[config.mk]
export PLATFORM = sky130hd
export DESIGN_NAME = spoc_top
export DESIGN_NICKNAME = d
export VERILOG_FILES = /design/src/hw/spoc_pkg.sv /design/src/hw/spoc_top.sv
export VERILOG_INCLUDE_DIRS = /design/src /design/src/hw
export SDC_FILE = /design/constraint.sdc
export NUM_CORES = 1
export LEC_CHECK = 0
export BUFFER_PORTS_ARGS = -buffer_cell sky130_fd_sc_hd__buf_2
export CAP_MARGIN = 20
export CORE_AREA = 2 2 123 89
export DETAILED_ROUTE_END_ITERATION = 10
export DIE_AREA = 0 0 125 91
export HOLD_SLACK_MARGIN = 0.05
export PLACE_DENSITY = 0.76
export SETUP_SLACK_MARGIN = 0.15
export SYNTH_ARGS = -nofsm -noshare
export SYNTH_HDL_FRONTEND = slang
export SYNTH_SLANG_ARGS = --single-unit
[constraint.sdc]
create_clock -name core_clk_i -period 2.34 [get_ports core_clk_i]
set_input_delay 0.234 -clock core_clk_i [delete_from_list [all_inputs] [get_ports core_clk_i]]
set_output_delay 0.234 -clock core_clk_i [all_outputs]
set_load 0.01 [all_outputs]
[src/hw/spoc_defs.svh]
`ifndef SPOC_DEFS_SVH
`define SPOC_DEFS_SVH
// register indexes; byte address is four times the index
`define SPOC_IDX_CFG 16'h7040
`define SPOC_IDX_OPC 16'h7041
`define SPOC_IDX_STS 16'h7042
`define SPOC_IDX_MASK 16'h7043
`define SPOC_IDX_DATA 16'h7044
// config_control fields
`define SPOC_CFG_SWRST 7
`define SPOC_CFG_POL 6
`define SPOC_CFG_LEN_HI 3
`define SPOC_CFG_LEN_LO 0
// operation_control fields
`define SPOC_OPC_OVR_EN 4
`define SPOC_OPC_PHASE 3
`define SPOC_OPC_MASTER 2
`define SPOC_OPC_TALK 1
`define SPOC_OPC_INT_EN 0
`define SPOC_OPC_W 5
// port_status and mask fields
`define SPOC_STS_OVR 7
`define SPOC_STS_INT 6
// reset values
`define SPOC_CFG_RST 8'h00
`define SPOC_OPC_RST 5'h00
`define SPOC_MASK_RST 2'h0
// master half-period in core clocks
`define SPOC_HALF_DIV 4
`endif

[src/hw/spoc_pkg.sv]
package spoc_pkg;
  // shift engine states
  typedef enum logic [0:0] {
    SPOC_IDLE = 1'b0,
    SPOC_SHIFT = 1'b1
  } spoc_state_t;
  // driven side of one pin
  typedef struct packed {
    logic o;
    logic oe;
  } spoc_pin_t;
  // edge events of the shift clock
  typedef struct packed {
    logic lead;
    logic trail;
  } spoc_edge_t;
endpackage : spoc_pkg

[src/hw/spoc_top.sv]
// The Avalon-MM interface to the registers was chosen for this implementation.
`timescale 1ns/10ps
`include "spoc_defs.svh"
// Function
// - the character length is the four-bit code plus one, from 1 to 16 bits.
// - bit 4 of operation control lets a hardware-set overrun flag raise the interrupt, and blocks it when 0.
// - overrun and transfer-complete interrupts leave on one shared interrupt output.
// - with phase 1 the first data bit is presented after the data register write and before the first clock edge.
// - with phase 1 the clock timing is shifted half a cycle, polarity still from the polarity bit.
// - with phase 0 the output and sample edges follow from the polarity bit alone.
// - bit 2 of operation control selects master when 1 and slave when 0.
// - after reset the port is a slave until software selects master.
// - bits 7 to 5 of operation control read as zero and ignore writes.
// - the length code sits in bits 3 to 0 of config control and sets bits per character.
// - with polarity 0 the shift clock idles low.
// - with polarity 1 the shift clock idles high.
// - polarity 0 phase 1 drives half a cycle before the first rise and on falls, and samples on rises.
module spoc_top #(
  parameter int HALF_DIV = `SPOC_HALF_DIV,
  parameter int LEN_W = 4
) (
  input wire logic core_clk_i,
  input wire logic rst_n_i,
  input wire logic [17:0] avs_address_i,
  input wire logic avs_read_i,
  input wire logic avs_write_i,
  input wire logic [31:0] avs_writedata_i,
  input wire logic [3:0] avs_byteenable_i,
  output logic [31:0] avs_readdata_o,
  output logic avs_waitrequest_o,
  input wire logic shift_clock_line_i,
  output logic shift_clock_line_o,
  output logic shift_clock_line_oe_o,
  input wire logic simo_i,
  output logic simo_o,
  output logic simo_oe_o,
  input wire logic somi_i,
  output logic somi_o,
  output logic somi_oe_o,
  output logic irq_o
);
  localparam int CHR_W = 1 << LEN_W;
  localparam int CNT_W = $clog2(HALF_DIV + 1);

  // length code plus one
  function automatic logic [LEN_W:0] char_len(input logic [LEN_W-1:0] code);
    char_len = {1'b0, code} + {{LEN_W{1'b0}}, 1'b1};
  endfunction : char_len

  // picks one bit of the shift word by index
  function automatic logic bit_at(input logic [CHR_W-1:0] w, input logic [LEN_W-1:0] idx);
    bit_at = w[idx];
  endfunction : bit_at

  logic [7:0] cfg_q;
  logic [`SPOC_OPC_W-1:0] opc_q;
  logic ovr_q;
  logic intf_q;
  logic [1:0] mask_q;
  logic [CHR_W-1:0] rxbuf_q;
  logic rx_full_q;
  logic wait_q;
  logic [31:0] rdata_q;
  logic irq_q;
  spoc_pkg::spoc_state_t st_q;
  logic [CNT_W-1:0] div_q;
  logic sclk_q;
  logic [CHR_W-1:0] sh_q;
  logic [LEN_W-1:0] bit_q;
  logic samp_q;
  logic out_q;
  spoc_pkg::spoc_pin_t sclk_pin_q;
  spoc_pkg::spoc_pin_t simo_pin_q;
  spoc_pkg::spoc_pin_t somi_pin_q;
  logic [2:0] sclk_s_q;
  logic [1:0] simo_s_q;
  logic [1:0] somi_s_q;

  // bus decode
  wire [15:0] word_idx = avs_address_i[17:2];
  wire req = avs_read_i | avs_write_i;
  wire acc = req & ~wait_q;
  wire wr_acc = acc & avs_write_i & avs_byteenable_i[0];
  wire rd_acc = acc & avs_read_i;
  wire hit_cfg = word_idx == `SPOC_IDX_CFG;
  wire hit_opc = word_idx == `SPOC_IDX_OPC;
  wire hit_sts = word_idx == `SPOC_IDX_STS;
  wire hit_mask = word_idx == `SPOC_IDX_MASK;
  wire hit_data = word_idx == `SPOC_IDX_DATA;
  wire [7:0] wbyte = avs_writedata_i[7:0];

  // settings
  wire swrst_n = cfg_q[`SPOC_CFG_SWRST];
  wire pol = cfg_q[`SPOC_CFG_POL];
  wire [LEN_W-1:0] len_code = cfg_q[`SPOC_CFG_LEN_HI:`SPOC_CFG_LEN_LO];
  wire [LEN_W:0] len = char_len(len_code);
  wire [LEN_W-1:0] top_idx = len_code;
  wire [LEN_W-1:0] next_idx = len_code - {{(LEN_W-1){1'b0}}, 1'b1};
  wire phase = opc_q[`SPOC_OPC_PHASE];
  wire master = opc_q[`SPOC_OPC_MASTER];
  wire talk = opc_q[`SPOC_OPC_TALK];

  // read mux; reserved bits read zero
  wire [7:0] sts_byte = {ovr_q, intf_q, 6'h00};
  wire [7:0] mask_byte = {mask_q, 6'h00};
  wire [7:0] cfg_byte = {cfg_q[7:6], 2'h0, cfg_q[3:0]};
  wire [7:0] opc_byte = {3'h0, opc_q};
  wire [31:0] rd_mux = hit_cfg ? {24'h000000, cfg_byte} :
                       hit_opc ? {24'h000000, opc_byte} :
                       hit_sts ? {24'h000000, sts_byte} :
                       hit_mask ? {24'h000000, mask_byte} :
                       hit_data ? {{(32-CHR_W){1'b0}}, rxbuf_q} : 32'h00000000;

  // master clock generator events
  wire m_tick = (st_q == spoc_pkg::SPOC_SHIFT) && (div_q == CNT_W'(HALF_DIV - 1));
  wire m_lead = m_tick & (sclk_q == pol);
  wire m_trail = m_tick & (sclk_q != pol);
  // slave edges from the synchronised clock pin
  wire s_rise = sclk_s_q[1] & ~sclk_s_q[2];
  wire s_fall = ~sclk_s_q[1] & sclk_s_q[2];
  wire s_lead = swrst_n & (pol ? s_fall : s_rise);
  wire s_trail = swrst_n & (pol ? s_rise : s_fall);
  spoc_pkg::spoc_edge_t edg;
  assign edg.lead = master ? m_lead : s_lead;
  assign edg.trail = master ? m_trail : s_trail;
  wire din = master ? somi_s_q[1] : simo_s_q[1];
  wire last = edg.trail & (bit_q == top_idx);
  wire load = wr_acc & hit_data;
  wire start = load & master & swrst_n & (st_q == spoc_pkg::SPOC_IDLE);
  // shifted word and new bit for the trailing edge
  wire trail_bit = phase ? samp_q : din;
  wire [CHR_W-1:0] sh_next = {sh_q[CHR_W-2:0], trail_bit};
  // received character, upper bits cleared
  wire [CHR_W-1:0] len_mask = CHR_W'((32'h1 << len) - 32'h1);

  // interrupt sources gated by enables and mask
  wire ovr_set = last & rx_full_q;
  wire sts_clr = rd_acc & hit_sts;
  wire ovr_irq = ovr_q & opc_q[`SPOC_OPC_OVR_EN] & mask_q[1];
  wire int_irq = intf_q & opc_q[`SPOC_OPC_INT_EN] & mask_q[0];

  // pin synchronisers
  always_ff @(posedge core_clk_i) begin
    if (!rst_n_i) begin
      sclk_s_q <= 3'h0;
      simo_s_q <= 2'h0;
      somi_s_q <= 2'h0;
    end else begin
      sclk_s_q <= {sclk_s_q[1:0], shift_clock_line_i};
      simo_s_q <= {simo_s_q[0], simo_i};
      somi_s_q <= {somi_s_q[0], somi_i};
    end
  end

  // bus handshake: one wait cycle, then answer
  always_ff @(posedge core_clk_i) begin
    if (!rst_n_i) begin
      wait_q <= 1'b1;
      rdata_q <= 32'h00000000;
    end else begin
      wait_q <= ~(req & wait_q);
      if (req & wait_q) begin
        rdata_q <= rd_mux;
      end
    end
  end

  // software registers
  always_ff @(posedge core_clk_i) begin
    if (!rst_n_i) begin
      cfg_q <= `SPOC_CFG_RST;
      opc_q <= `SPOC_OPC_RST;
      mask_q <= `SPOC_MASK_RST;
    end else if (wr_acc) begin
      if (hit_cfg) begin
        cfg_q <= {wbyte[7:6], 2'h0, wbyte[3:0]};
      end
      if (hit_opc) begin
        opc_q <= wbyte[`SPOC_OPC_W-1:0];
      end
      if (hit_mask) begin
        mask_q <= wbyte[`SPOC_STS_OVR:`SPOC_STS_INT];
      end
    end
  end

  // sticky flags; a set wins over a clear
  always_ff @(posedge core_clk_i) begin
    if (!rst_n_i) begin
      ovr_q <= 1'b0;
      intf_q <= 1'b0;
      rx_full_q <= 1'b0;
      rxbuf_q <= '0;
    end else begin
      ovr_q <= ovr_set | (ovr_q & ~sts_clr & swrst_n);
      intf_q <= last | (intf_q & ~sts_clr & swrst_n);
      rx_full_q <= last | (rx_full_q & ~(rd_acc & hit_data) & swrst_n);
      if (last) begin
        rxbuf_q <= sh_next & len_mask;
      end
    end
  end

  // one shared interrupt line
  always_ff @(posedge core_clk_i) begin
    if (!rst_n_i) begin
      irq_q <= 1'b0;
    end else begin
      irq_q <= ovr_irq | int_irq;
    end
  end

  // master clock generator
  always_ff @(posedge core_clk_i) begin
    if (!rst_n_i) begin
      st_q <= spoc_pkg::SPOC_IDLE;
      div_q <= '0;
      sclk_q <= 1'b0;
    end else if (!swrst_n || !master) begin
      st_q <= spoc_pkg::SPOC_IDLE;
      div_q <= '0;
      sclk_q <= pol;
    end else begin
      unique case (st_q)
        spoc_pkg::SPOC_IDLE: begin
          sclk_q <= pol;
          div_q <= '0;
          if (start) begin
            st_q <= spoc_pkg::SPOC_SHIFT;
          end
        end
        spoc_pkg::SPOC_SHIFT: begin
          div_q <= m_tick ? '0 : div_q + CNT_W'(1);
          if (m_tick) begin
            sclk_q <= ~sclk_q;
          end
          if (last) begin
            st_q <= spoc_pkg::SPOC_IDLE;
          end
        end
      endcase
    end
  end

  // shift engine
  always_ff @(posedge core_clk_i) begin
    if (!rst_n_i) begin
      sh_q <= '0;
      bit_q <= '0;
      samp_q <= 1'b0;
      out_q <= 1'b0;
    end else if (load) begin
      sh_q <= CHR_W'(avs_writedata_i);
      bit_q <= '0;
      if (phase) begin
        out_q <= bit_at(CHR_W'(avs_writedata_i), top_idx);
      end
    end else if (!swrst_n) begin
      bit_q <= '0;
    end else begin
      if (edg.lead) begin
        if (phase) begin
          samp_q <= din;
        end else begin
          out_q <= bit_at(sh_q, top_idx);
        end
      end
      if (edg.trail) begin
        sh_q <= sh_next;
        bit_q <= last ? '0 : bit_q + LEN_W'(1);
        if (phase && !last) begin
          out_q <= bit_at(sh_q, next_idx);
        end
      end
    end
  end

  // pin drivers
  always_ff @(posedge core_clk_i) begin
    if (!rst_n_i) begin
      sclk_pin_q <= '0;
      simo_pin_q <= '0;
      somi_pin_q <= '0;
    end else begin
      sclk_pin_q <= '{o: sclk_q, oe: master};
      simo_pin_q <= '{o: out_q, oe: master & talk};
      somi_pin_q <= '{o: out_q, oe: ~master & talk};
    end
  end

  assign avs_readdata_o = rdata_q;
  assign avs_waitrequest_o = wait_q;
  assign shift_clock_line_o = sclk_pin_q.o;
  assign shift_clock_line_oe_o = sclk_pin_q.oe;
  assign simo_o = simo_pin_q.o;
  assign simo_oe_o = simo_pin_q.oe;
  assign somi_o = somi_pin_q.o;
  assign somi_oe_o = somi_pin_q.oe;
  assign irq_o = irq_q;
endmodule : spoc_top
Word-level counts from Yosys, hierarchy flattened:

Index checks and enable logic that the tools add are counted.

* register bits after elaboration: 105
* bits of input ports: 61
* logic and storage cells: 145
* output and inout bits: 40

* reduce and logical (&&, ||, !) cells: 16
* eq/ne operators: 11
* $add $sub $neg: 5
* shifts and indexed selects: 1
* multiplexer cells: 36
* bitwise operators: 49
* magnitude comparators: 2

Operators with widths (count)
* $mux 16: 8
* $eq 16x15->1 const B: 5
* $and 1x1->1: 31
* $mux 1: 20
* $and 16x16->16: 1
* $shl 1x5->16 const A: 1
* $sub 16x1->16 const B: 1
* $bmux 1 s4: 3
* $not 1->1: 12
* $lt 4x5->1 const B: 2
* $reduce_and 2->1: 5
* $pmux 3 s2: 1
* $add 4x1->5 const B: 1
* $or 1x1->1: 5
* $add 4x1->4 const B: 1
* $eq 4x4->1: 1
* $mux 4: 1
* $pmux 1 s2: 2
* $reduce_and 4->1: 1
* $reduce_bool 2->1: 2
* $sub 4x1->4 const B: 1
* $add 3x1->3 const B: 1
* $eq 3x2->1 const B: 1
* $logic_not 1->1: 3
* 9 further kinds: 10

Longest topological paths before layout:

Gate-level depths: netlist of run 1.

* depth in word-level cells: 12
* depth in mapped cells: 12
* depth with buffers taken out: 11

Worst setup path after synthesis of run 1:

No wires, ideal clock.

* kind: register to register
* start: register cfg_q[0]
* end: register rxbuf_q[15]
* path slack: -0.202 ns
* stages on the path, launching flop included: 11
* period minus slack after synthesis: 2.542 ns
* data required time: 2.224 ns
* data arrival time: 2.426 ns
* path buffers: 2
* path through: dfxtp_1 buf_2 buf_2 inv_1 ha_1 or3_1 a21oi_1 o21ai_0 nor2_1 xnor2_1 a41o_1

* word-level cells in the longest chain between the ends: 4
* elaborated cells on any way between the ends: 6

RTL lines
* start: declaration: line spoc_top.sv:55 `logic [7:0] cfg_q;`
* start signal: assignment: line spoc_top.sv:171 `` cfg_q <= `SPOC_CFG_RST; ``
* start signal: assignment: line spoc_top.sv:176 `cfg_q <= {wbyte[7:6], 2'h0, wbyte[3:0]};`
* $add 4x1->5: line spoc_top.sv:47 `char_len = {1'b0, code} + {{LEN_W{1'b0}}, 1'b1};`
* $shl 1x5->16: line spoc_top.sv:134 `wire [CHR_W-1:0] len_mask = CHR_W'((32'h1 << len) - 32'h1);`
* $sub 16x1->16: line spoc_top.sv:134
* $and 16x16->16: line spoc_top.sv:199 `rxbuf_q <= sh_next & len_mask;`
* end signal: assignment: line spoc_top.sv:199
* end: declaration: line spoc_top.sv:60 `logic [CHR_W-1:0] rxbuf_q;`

Parallel ways exist; a longest one is shown, timed or not.
A chain may end at the register's enable or synchronous reset.

Worst setup path after layout of run 1:

* start: register cfg_q[0]
* end: register out_q

* word-level cells in the longest chain between the ends: 8
* elaborated cells on any way between the ends: 18

RTL lines
* parallel branches: the longest is 7 deep, another holds $sub 4x1->4
* $mux 1 *: line spoc_top.sv:252 `end else if (load) begin`
* end signal: assignment: line spoc_top.sv:256 `out_q <= bit_at(CHR_W'(avs_writedata_i), top_idx);`
* end signal: assignment: line spoc_top.sv:265 `out_q <= bit_at(sh_q, top_idx);`
* end signal: assignment: line spoc_top.sv:272 `out_q <= bit_at(sh_q, next_idx);`
* end: declaration: line spoc_top.sv:71 `logic out_q;`

Mark *: on every way between the ends. The select of a mux whose other input is x is not followed.

==> results of run 1 <==
==> cells in the mapped netlist, types with 11 or more instances <==
cell | number | area, sq um
mux4_2 | 12 | 270
a21oi_1 | 40 | 200
o21ai_0 | 22 | 110
a211oi_1 | 13 | 97.6
mux2i_1 | 35 | 350
nor2b_1 | 14 | 87.6
buf_4 | 17 | 128
clkbuf_1 | 27 | 101
nand2_1 | 60 | 225
and2_1 | 11 | 68.8
nor2_1 | 55 | 206
nand3_1 | 30 | 150
dfxtp_1 | 89 | 1780
==> what timing repair did <==
item,4_1_cts,5_1_grt
endpoints found under the setup margin,13,19
resized for setup,7,15
endpoints found under the hold margin,0,0
setup buffers,0,0
pin swaps,0,1
==> report_power, final <==
group / switching, uW / leakage, uW / internal (uW)
Clock: 594 / 0.000143 / 859
Combinational: 93.2 / 0.00158 / 57.7
Sequential: 5.58 / 0.000721 / 1520
Total: 692 / 0.00245 / 2440
==> state kept, by name, indices dropped and copies added (netlist names), 3 cells and up <==
signal	cells
avs_readdata_o	16
rxbuf_q	16
sh_q	16
cfg_q	6
opc_q	5
bit_q	4
div_q	3
sclk_s_q	3
==> cell type report <==
class | instances | area share, %
multi-input cells | 443 | 51.0
clock inverters | 4 | 0.876
inverters | 9 | 0.577
flip-flops and latches | 89 | 30.6
clock buffers | 12 | 4.21
well taps | 132 | 2.82
repair buffers | 96 | 9.96
==> critical path, delay by kind of cell (launching register included) <==
kind / cells / cell delay, ps
mux: 2 / 810
flops: 1 / 430
compound gates: 3 / 400
buf+inv: 1 / 260
simple gates: 1 / 70
==> how the worst min path moves through the flow <==
stage                        to  slack (ps)
CTS                 simo_s_q[0]          90
detailed placement  somi_s_q[1]         420
global route        simo_s_q[0]         110
global placement       div_q[0]         410
floorplan           sclk_s_q[0]         360
finish              simo_s_q[0]         100
==> kinds of logic after synthesis <==
logic type               Yosys count  synth area share, %
flip-flops                        89                 35.5
buffers and inverters             67                 7.16
adder cells (fa/ha/maj)           10                 2.49
XOR/XNOR                          15                 2.62
other                              1               0.0747
AO/OA/AOI/OAI                    127                 16.5
multiplexers                      50                 13.0
AND/OR/NAND/NOR                  225                 22.6
==> placed cells by master, fill, tap and decap left out, types with 9 or more instances in the layout <==
cell       synthesis  routed
nand2_1           60      60
dfxtp_1           89      86
nor3_1            10       9
xnor2_1           10      10
and2_1            11      11
clkbuf_16          0       9
a211oi_1          13      13
buf_4             17      30
nand3_1           30      29
conb_1             1      16
mux4_2            12      12
buf_2              7      63
nand2b_1          10       9
mux2i_1           35      35
nor2_1            55      54
a21oi_1           40      40
o21ai_0           22      20
nor2b_1           14      14
==> per-stage QoR <==
step	hold WS, ps	instances	worst slack, ps	util (%)	cell area (sq um)
2_1_floorplan	361	599	109	-	5090
3_3_place_gp	408	769	-17.8	54.1	5490
3_5_place_dp	422	769	-41.7	54.1	5490
4_1_cts	91.2	785	167	57.2	5810
5_1_grt	110	785	119	57.6	5860
6_report	97.1	785	249	57.6	5860
==> layer usage <==
layer	GRT usage, %	share of wire, %	vias up
met1	34.3	45	2141
li1	-	-	2170
met5	0	0	-
met3	6.36	11	13
met2	34.5	43	209
met4	5.65	1.0	0
==> key figures, run 1 <==
Timing
  – Final min period: 2090 ps
  – Peak Freq: 478 MHz
  – Skew final: 5.32 ps
  – Part of the cycle the worst path needs: 89.4%
  – Slew Viols, Final: 0
  – Slew HR: 61.6%
  – Setup TNS: 0 ps
  – Final setup fails: 0
  – Worst Tran Pin Value: 575 ps
  – RSZ-0062 raised after global routing: yes
  – Final Hold Violating Endpoints: 0

Yosys
  – Number of synthesized flops with an enable pin: 0
  – Warnings from Yosys: 0
  – Netlist cell types: 62
  – Synthesized instance count: 584
  – Main synth FF type: dfxtp_1
  – Mapped Area: 0.00502 sq mm
  – Register bit total from synthesis: 89
  – Avg Cell Area, Syn: 8.59 sq um
  – Async SR Flop Fraction: 0%
  – Register area share after synthesis: 35.5%

Global routing
  – Tot GR Track Use: 23.5%
  – Antenna violations before repair: 0
  – First-pass GRT wire length: 21.5 mm
  – Largest net degree at the start of global routing: 55
  – Vias in the first global route: 4229
  – Total gr overflow: 0

Critical path
  – R2R cell count: 7
  – Startpoint type of the worst setup path: flop
  – Crit path required time: 2560 ps
  – CP Class: reg2reg
  – R2r endpoint: out_q
  – Slowest-stage cell, CP: mux4_2
  – RR Startpoint: cfg_q[0]
  – Worst Setup EP: out_q
  – Critical Path Fanout Max: 16
  – Crit path from: cfg_q[0]
  – Crit end category: flop
  – Slowest stage delay, CP: 530 ps
  – Crit path DAT: 2310 ps
  – R2r setup slk: 250 ps
  – Worst-path cell chain: buf_6 -> mux4_2 -> mux2_2 -> o21ai_0 -> nand2_1 -> o311ai_0 -> o32ai_1

Clocking
  – Root buffer cell: clkbuf_16
  – Post-CTS Hold Buffers: 0
  – CTS tree: done
  – Clk pin slew, worst setup/hold paths: 60 ps
  – CTS sink cnt: 89
  – CTS Buffer Depth: 2
  – Worst skew pair latency: 340 ps
  – Deepest level of the CTS H-tree: 3
  – Num CTS Buffers: 9

Worst hold path
  – Hold path depth: 2
  – Hold WC Path Type: in2reg
  – Hold path startpoint: simo_i

Floorplanning
  – Die X: 125 microns
  – DIE AREA: 0.0114 sq mm
  – Initial Util: 49.4%
  – FP Rows: 31
  – Boundary Pins: 101
  – Core Box Area: 0.0102 sq mm
  – Die height: 91 microns

Pwr
  – VDD IR max: 0.411 mV
  – Power Density: 535 mW/mm^2
  – Pwr Total: 3130 uW
  – Leak pwr: 0.00245 uW

Routing
  – Residual DRC count: 0
  – DR vias: 4533
  – Post-Route WL: 13.4 mm
  – DRT Pass-1 Iters: 5
  – Vias per inst: 5.77
  – Routed length per placed instance: 17.0 microns
  – DRT iter0 DRCs: 357
  – Post-route ant nets: 0

Finish
  – Fraction of layout cells with a size suffix above 1: 23.6%
  – Register area: 0.00179 sq mm
  – Fill cell count: 902
  – Antenna Cells: 0
  – Multi-input logic area: 0.00299 sq mm
  – Fin nets: 719
  – Area delta synth->final: 16.7%

Placement
  – I/O Buffers: 63
  – RD Place Congestion: 0.941
  – DPL Wire Length: 9.93 mm

Status
  – Status: completed

Flow run
  – Max-cap violations: 0
No activity file was read; power rests on OpenSTA's default activity.
==> run 2, diff against run 1 <==
--- a/config.mk
+++ b/config.mk
@@ -12,7 +12,7 @@
 export DETAILED_ROUTE_END_ITERATION = 10
 export DIE_AREA = 0 0 125 91
 export HOLD_SLACK_MARGIN = 0.05
-export PLACE_DENSITY = 0.76
+export PLACE_DENSITY = 0.84
 export SETUP_SLACK_MARGIN = 0.15
 export SYNTH_ARGS = -nofsm -noshare
 export SYNTH_HDL_FRONTEND = slang
==> run 2 against run 1 <==
Effect of this change:
- power rose by 4.4%
- hold slack improved by 4.9 ps
- fmax fell by 3.4%
- clock power rose by 9.7%
- critical path depth rose by 1
- clock-buffer cell count did not move
- sequential power barely moved
- cell count rose by 0.89%
- via count rose by 3.8%
- flip-flop and latch count did not move
- first-iteration DRC count rose by 41%
- highest routed layer unchanged
==> key figures, run 2 (synthesis results as in run 1) <==
Clocking
  – CTS Buffer Depth: 2
  – CTS sink cnt: 89
  – Root buffer cell: clkbuf_16
  – Worst skew pair latency: 340 ps
  – Deepest level of the CTS H-tree: 3
  – Post-CTS Hold Buffers: 0
  – CTS tree: done
  – Clk pin slew, worst setup/hold paths: 60 ps
  – Num CTS Buffers: 9

Critical path
  – Buf/Inv on CP: 0
  – Slowest-stage cell, CP: o21ai_0
  – R2R cell count: 8
  – Critical Path Fanout Max: 3
  – Worst-path cell chain: ha_1 -> ha_1 -> nand3_1 -> o32ai_1 -> o21ai_0 -> nor2_1 -> o311ai_0 -> o32ai_1
  – Crit path required time: 2540 ps
  – CP Class: reg2reg
  – Slowest stage delay, CP: 420 ps
  – Worst path top cell family by delay: compound AO/OA/AOI/OAI gates
  – Crit end category: flop
  – Crit path DAT: 2370 ps
  – Startpoint type of the worst setup path: flop
  – WP depth: 8

Floorplanning
  – DIE AREA: 0.0114 sq mm
  – Die height: 91 microns
  – Die X: 125 microns
  – FP Rows: 31
  – Boundary Pins: 101
  – Initial Util: 49.4%
  – Core Box Area: 0.0102 sq mm

Routing
  – Post-Route WL: 14.4 mm
  – DR vias: 4707
  – Residual DRC count: 0
  – Post-route ant nets: 0
  – DRT iter0 DRCs: 505
  – Vias per inst: 5.94
  – Routed length per placed instance: 18.2 microns
  – DRT Pass-1 Iters: 5

Timing
  – Peak Freq: 462 MHz
  – Worst Tran Pin Value: 607 ps
  – Skew final: 5.62 ps
  – Slew Viols, Final: 0
  – Part of the cycle the worst path needs: 92.6%
  – PnR worst setup slack: 174 ps
  – Final setup fails: 0
  – RSZ-0062 raised after global routing: yes
  – Final Hold Violating Endpoints: 0
  – Final min period: 2170 ps
  – Slew HR: 59.5%

Global routing
  – Antenna violations before repair: 0
  – Tot GR Track Use: 25.0%
  – Vias in the first global route: 4427
  – First-pass GRT wire length: 22.8 mm
  – Largest net degree at the start of global routing: 36
  – Total gr overflow: 0

Finish
  – Final Util: 59.0%
  – Antenna Cells: 0
  – Leading cell type in the layout, fill and taps excluded: dfxtp_1
  – Fraction of layout cells with a size suffix above 1: 25.3%
  – Area delta synth->final: 19.6%
  – Fin nets: 726
  – Commonest cells after routing, fill and taps aside: dfxtp_1, buf_2, nand2_1, nor2_1, a21oi_1
  – Final cell count without fillers: 792

Pwr
  – Leak pwr: 0.00250 uW
  – Pwr Total: 3270 uW
  – VDD IR max: 0.348 mV
  – Power Density: 545 mW/mm^2

Worst hold path
  – Hold path depth: 2
  – Hold WC Path Type: in2reg

Placement
  – RD Place Congestion: 0.958
  – Placed Cells: 772
  – DPL Wire Length: 10.6 mm
  – Pre-CTS WS: -23.6 ps
  – I/O Buffers: 63

Flow run
  – Max-cap violations: 0

Status
  – Status: completed
-- run 2: cell types whose count changed in the layout (fill, tap and decap cells not counted), sizes merged --
cell and change:
bufinv +1, clkinvlp -1, buf +7
-- run 2: worst paths after layout --
kind	to	slack [ps]	start
setup / recovery	out_q	170	div_q[0]
hold / removal	simo_s_q[0]	100	simo_i
setup reg to reg	out_q	170	div_q[0]
hold reg to reg	div_q[0]	420	div_q[0]
-- run 2: timing repair --
item / in CTS / in global routing
setup buffers: 0 / 3
gates cloned: 0 / 1
resized for setup: 7 / 22
setup endpoints to repair: 6 / 22
pin swaps: 0 / 3
endpoints found under the hold margin: 0 / 0
-- run 2: where the power goes --
part	internal (uW)	switching, uW	total [uW]
clock network	996	592	1590
logic	58.7	96.1	155
registers	1520	5.42	1530
-- run 2: metrics by stage --
| step | hold slack, ps | setup TNS (ps) | cell area [sq um] |
|---|---|---|---|
| floorplan | 361 | 0 | 5090 |
| global placement | 408 | -9.82 | 5540 |
| detailed placement | 419 | -23.6 | 5540 |
| CTS | 105 | 0 | 5880 |
| global route | 116 | 0 | 6000 |
| finish | 102 | 0 | 6000 |
-- run 2: final cells by class --
cell class	instances	area, sq um
Tap cell	132	165
Inverter	9	33.8
Clock buffer	12	256
Fill cell	878	4160
Timing Repair Buffer	103	671
Multi-Input combinational cell	443	3010
Clock inverter	4	73.8
Sequential cell	89	1790
-- run 2: routing by layer --
metal / share of wire, % / global-route usage [%] / wire length, microns
met1: 44 / 37.3 / 6290
met2: 44 / 37.4 / 6380
met5: 0 / 0 / 0
met4: 1.1 / 5.83 / 161
met3: 11 / 4.60 / 1580
-- run 2: worst reg2reg max path: stages, from the launching register on --
cell,delay [ps]
dfxtp_1,310
ha_1,190
ha_1,230
nand3_1,130
o32ai_1,100
o21ai_0,420
nor2_1,110
o311ai_0,410
o32ai_1,140
==> run 3, diff against run 2 <==
--- a/config.mk
+++ b/config.mk
@@ -13,6 +13,7 @@
 export DIE_AREA = 0 0 125 91
 export HOLD_SLACK_MARGIN = 0.05
 export PLACE_DENSITY = 0.84
+export RECOVER_POWER = 25
 export SETUP_SLACK_MARGIN = 0.15
 export SYNTH_ARGS = -nofsm -noshare
 export SYNTH_HDL_FRONTEND = slang
==> run 3 against run 2 <==
Effect of this change:
- cell count did not move
- clock power about the same
- combinational power about the same
- die area is the same
- routed wire length about the same
- global-route usage unchanged
- critical endpoint is now rxbuf_q[6]
- largest cell class unchanged
==> key figures, run 3 (synthesis results as in run 1) <==
Finish
  – Fin nets: 726
  – Fraction of layout cells with a size suffix above 1: 22.7%
  – Antenna Cells: 0
  – Final cell count without fillers: 792
  – Commonest cells after routing, fill and taps aside: dfxtp_1, nand2_1, nor2_1, buf_2, a21oi_1
  – Leading cell type in the layout, fill and taps excluded: dfxtp_1
  – Area delta synth->final: 19.0%
  – Final Util: 58.8%

Critical path
  – Crit end category: flop
  – Slowest stage delay, CP: 470 ps
  – Crit path required time: 2610 ps
  – Crit path DAT: 2400 ps
  – Worst path top cell family by delay: simple AND/OR/NAND/NOR gates
  – Critical Path Fanout Max: 8
  – Worst-path cell chain: or3b_2 -> a21oi_2 -> nor2_1 -> buf_4 -> nor2_2 -> buf_2 -> nand3_1 -> o21ai_0
  – Startpoint type of the worst setup path: flop
  – Slowest-stage cell, CP: or3b_2
  – CP Class: reg2reg
  – Buf/Inv on CP: 2

Routing
  – Post-route ant nets: 0
  – DRT Pass-1 Iters: 5
  – DR vias: 4711
  – Post-Route WL: 14.4 mm
  – DRT iter0 DRCs: 513
  – Routed length per placed instance: 18.2 microns
  – Residual DRC count: 0
  – Vias per inst: 5.95

Timing
  – Part of the cycle the worst path needs: 91.4%
  – Slew Viols, Final: 0
  – Final setup fails: 0
  – Final min period: 2140 ps
  – Worst Tran Pin Value: 998 ps
  – RSZ-0062 raised after global routing: yes
  – Hold WS: 105 ps
  – Final Hold Violating Endpoints: 0
  – Slew HR: 33.5%
  – PnR worst setup slack: 201 ps
  – Skew final: 7.05 ps
  – Peak Freq: 468 MHz

Global routing
  – Antenna violations before repair: 0
  – Gr busiest metal: met2
  – Vias in the first global route: 4427
  – Largest net degree at the start of global routing: 36
  – Tot GR Track Use: 25.0%
  – Met3 Resource Use GR: 4.60%
  – Total gr overflow: 0
  – Grt met2 use: 37.4%
  – First-pass GRT wire length: 22.8 mm
  – Global-route track usage on met1: 37.3%

Pwr
  – VDD IR max: 0.348 mV
  – Pwr Total: 3270 uW
  – Leak pwr: 0.00243 uW
  – Power Density: 548 mW/mm^2

Clocking
  – Root buffer cell: clkbuf_16
  – CTS tree: done
  – Deepest level of the CTS H-tree: 3
  – Worst skew pair latency: 340 ps
  – CTS Buffer Depth: 2
  – CTS sink cnt: 89
  – Clk pin slew, worst setup/hold paths: 60 ps
  – Num CTS Buffers: 9

Placement
  – RD Place Congestion: 0.958
  – DPL Wire Length: 10.6 mm
  – I/O Buffers: 63
  – Pre-CTS WS: -23.6 ps
  – Placed Cells: 772

Floorplanning
  – Initial Util: 49.4%
  – Die X: 125 microns
  – Boundary Pins: 101
  – FP Rows: 31
  – DIE AREA: 0.0114 sq mm
  – Die height: 91 microns
  – Core Box Area: 0.0102 sq mm

Worst hold path
  – Hold WC Path Type: in2reg

Status
  – Status: completed

Flow run
  – Max-cap violations: 0
## run 3: changes by cell type in the layout (fill, tap and decap cells not counted), sizes merged
cell / previous run / this run
buf: 103 / 85
clkbuf: 12 / 30
## run 3: stage by stage
step,setup TNS (ps),instance area (sq um)
global route,0,5970
CTS,0,5880
finish,0,5970
floorplan,0,5090
global placement,-9.82,5540
detailed placement,-23.6,5540
## run 3: timing repair
item,CTS,global route
pin swaps,0,3
gates cloned,0,1
hold buffers,0,0
endpoints found under the setup margin,6,22
gates resized for setup,7,22
buffers inserted,0,3
endpoints found under the hold margin,0,0
## run 3: path summary, 6_finish.rpt
kind / from / slack, ps / cells after the start / endpoint
max: sclk_s_q[2] / 200 / 8 / rxbuf_q[6]
min: simo_i / 100 / 2 / simo_s_q[0]
max reg2reg: sclk_s_q[2] / 200 / 8 / rxbuf_q[6]
min reg2reg: div_q[0] / 420 / 1 / div_q[0]
## run 3: final cells by class
cell class                      count  area, sq um
Clock buffer                       12          256
Clock inverter                      4         73.8
Fill cell                         888         4190
Inverter                            9         33.8
Multi-Input combinational cell    443         3010
Sequential cell                    89         1790
Tap cell                          132          165
Timing Repair Buffer              103          644
## run 3: per-layer routing
| metal | vias up | share of wire, % | wire [microns] |
|---|---|---|---|
| met5 | - | 0 | 0 |
| met4 | 0 | 1.2 | 170 |
| met3 | 17 | 12 | 1690 |
| met2 | 276 | 44 | 6380 |
| met1 | 2228 | 43 | 6190 |
| li1 | 2190 | - | - |
## run 3: power by group
part / internal (uW) / total, uW / switching (uW) / leakage, uW
Clock: 996 / 1590 / 594 / 0.000163
Sequential: 1520 / 1530 / 5.53 / 0.000721
Combinational: 56.5 / 153 / 96.4 / 0.00154
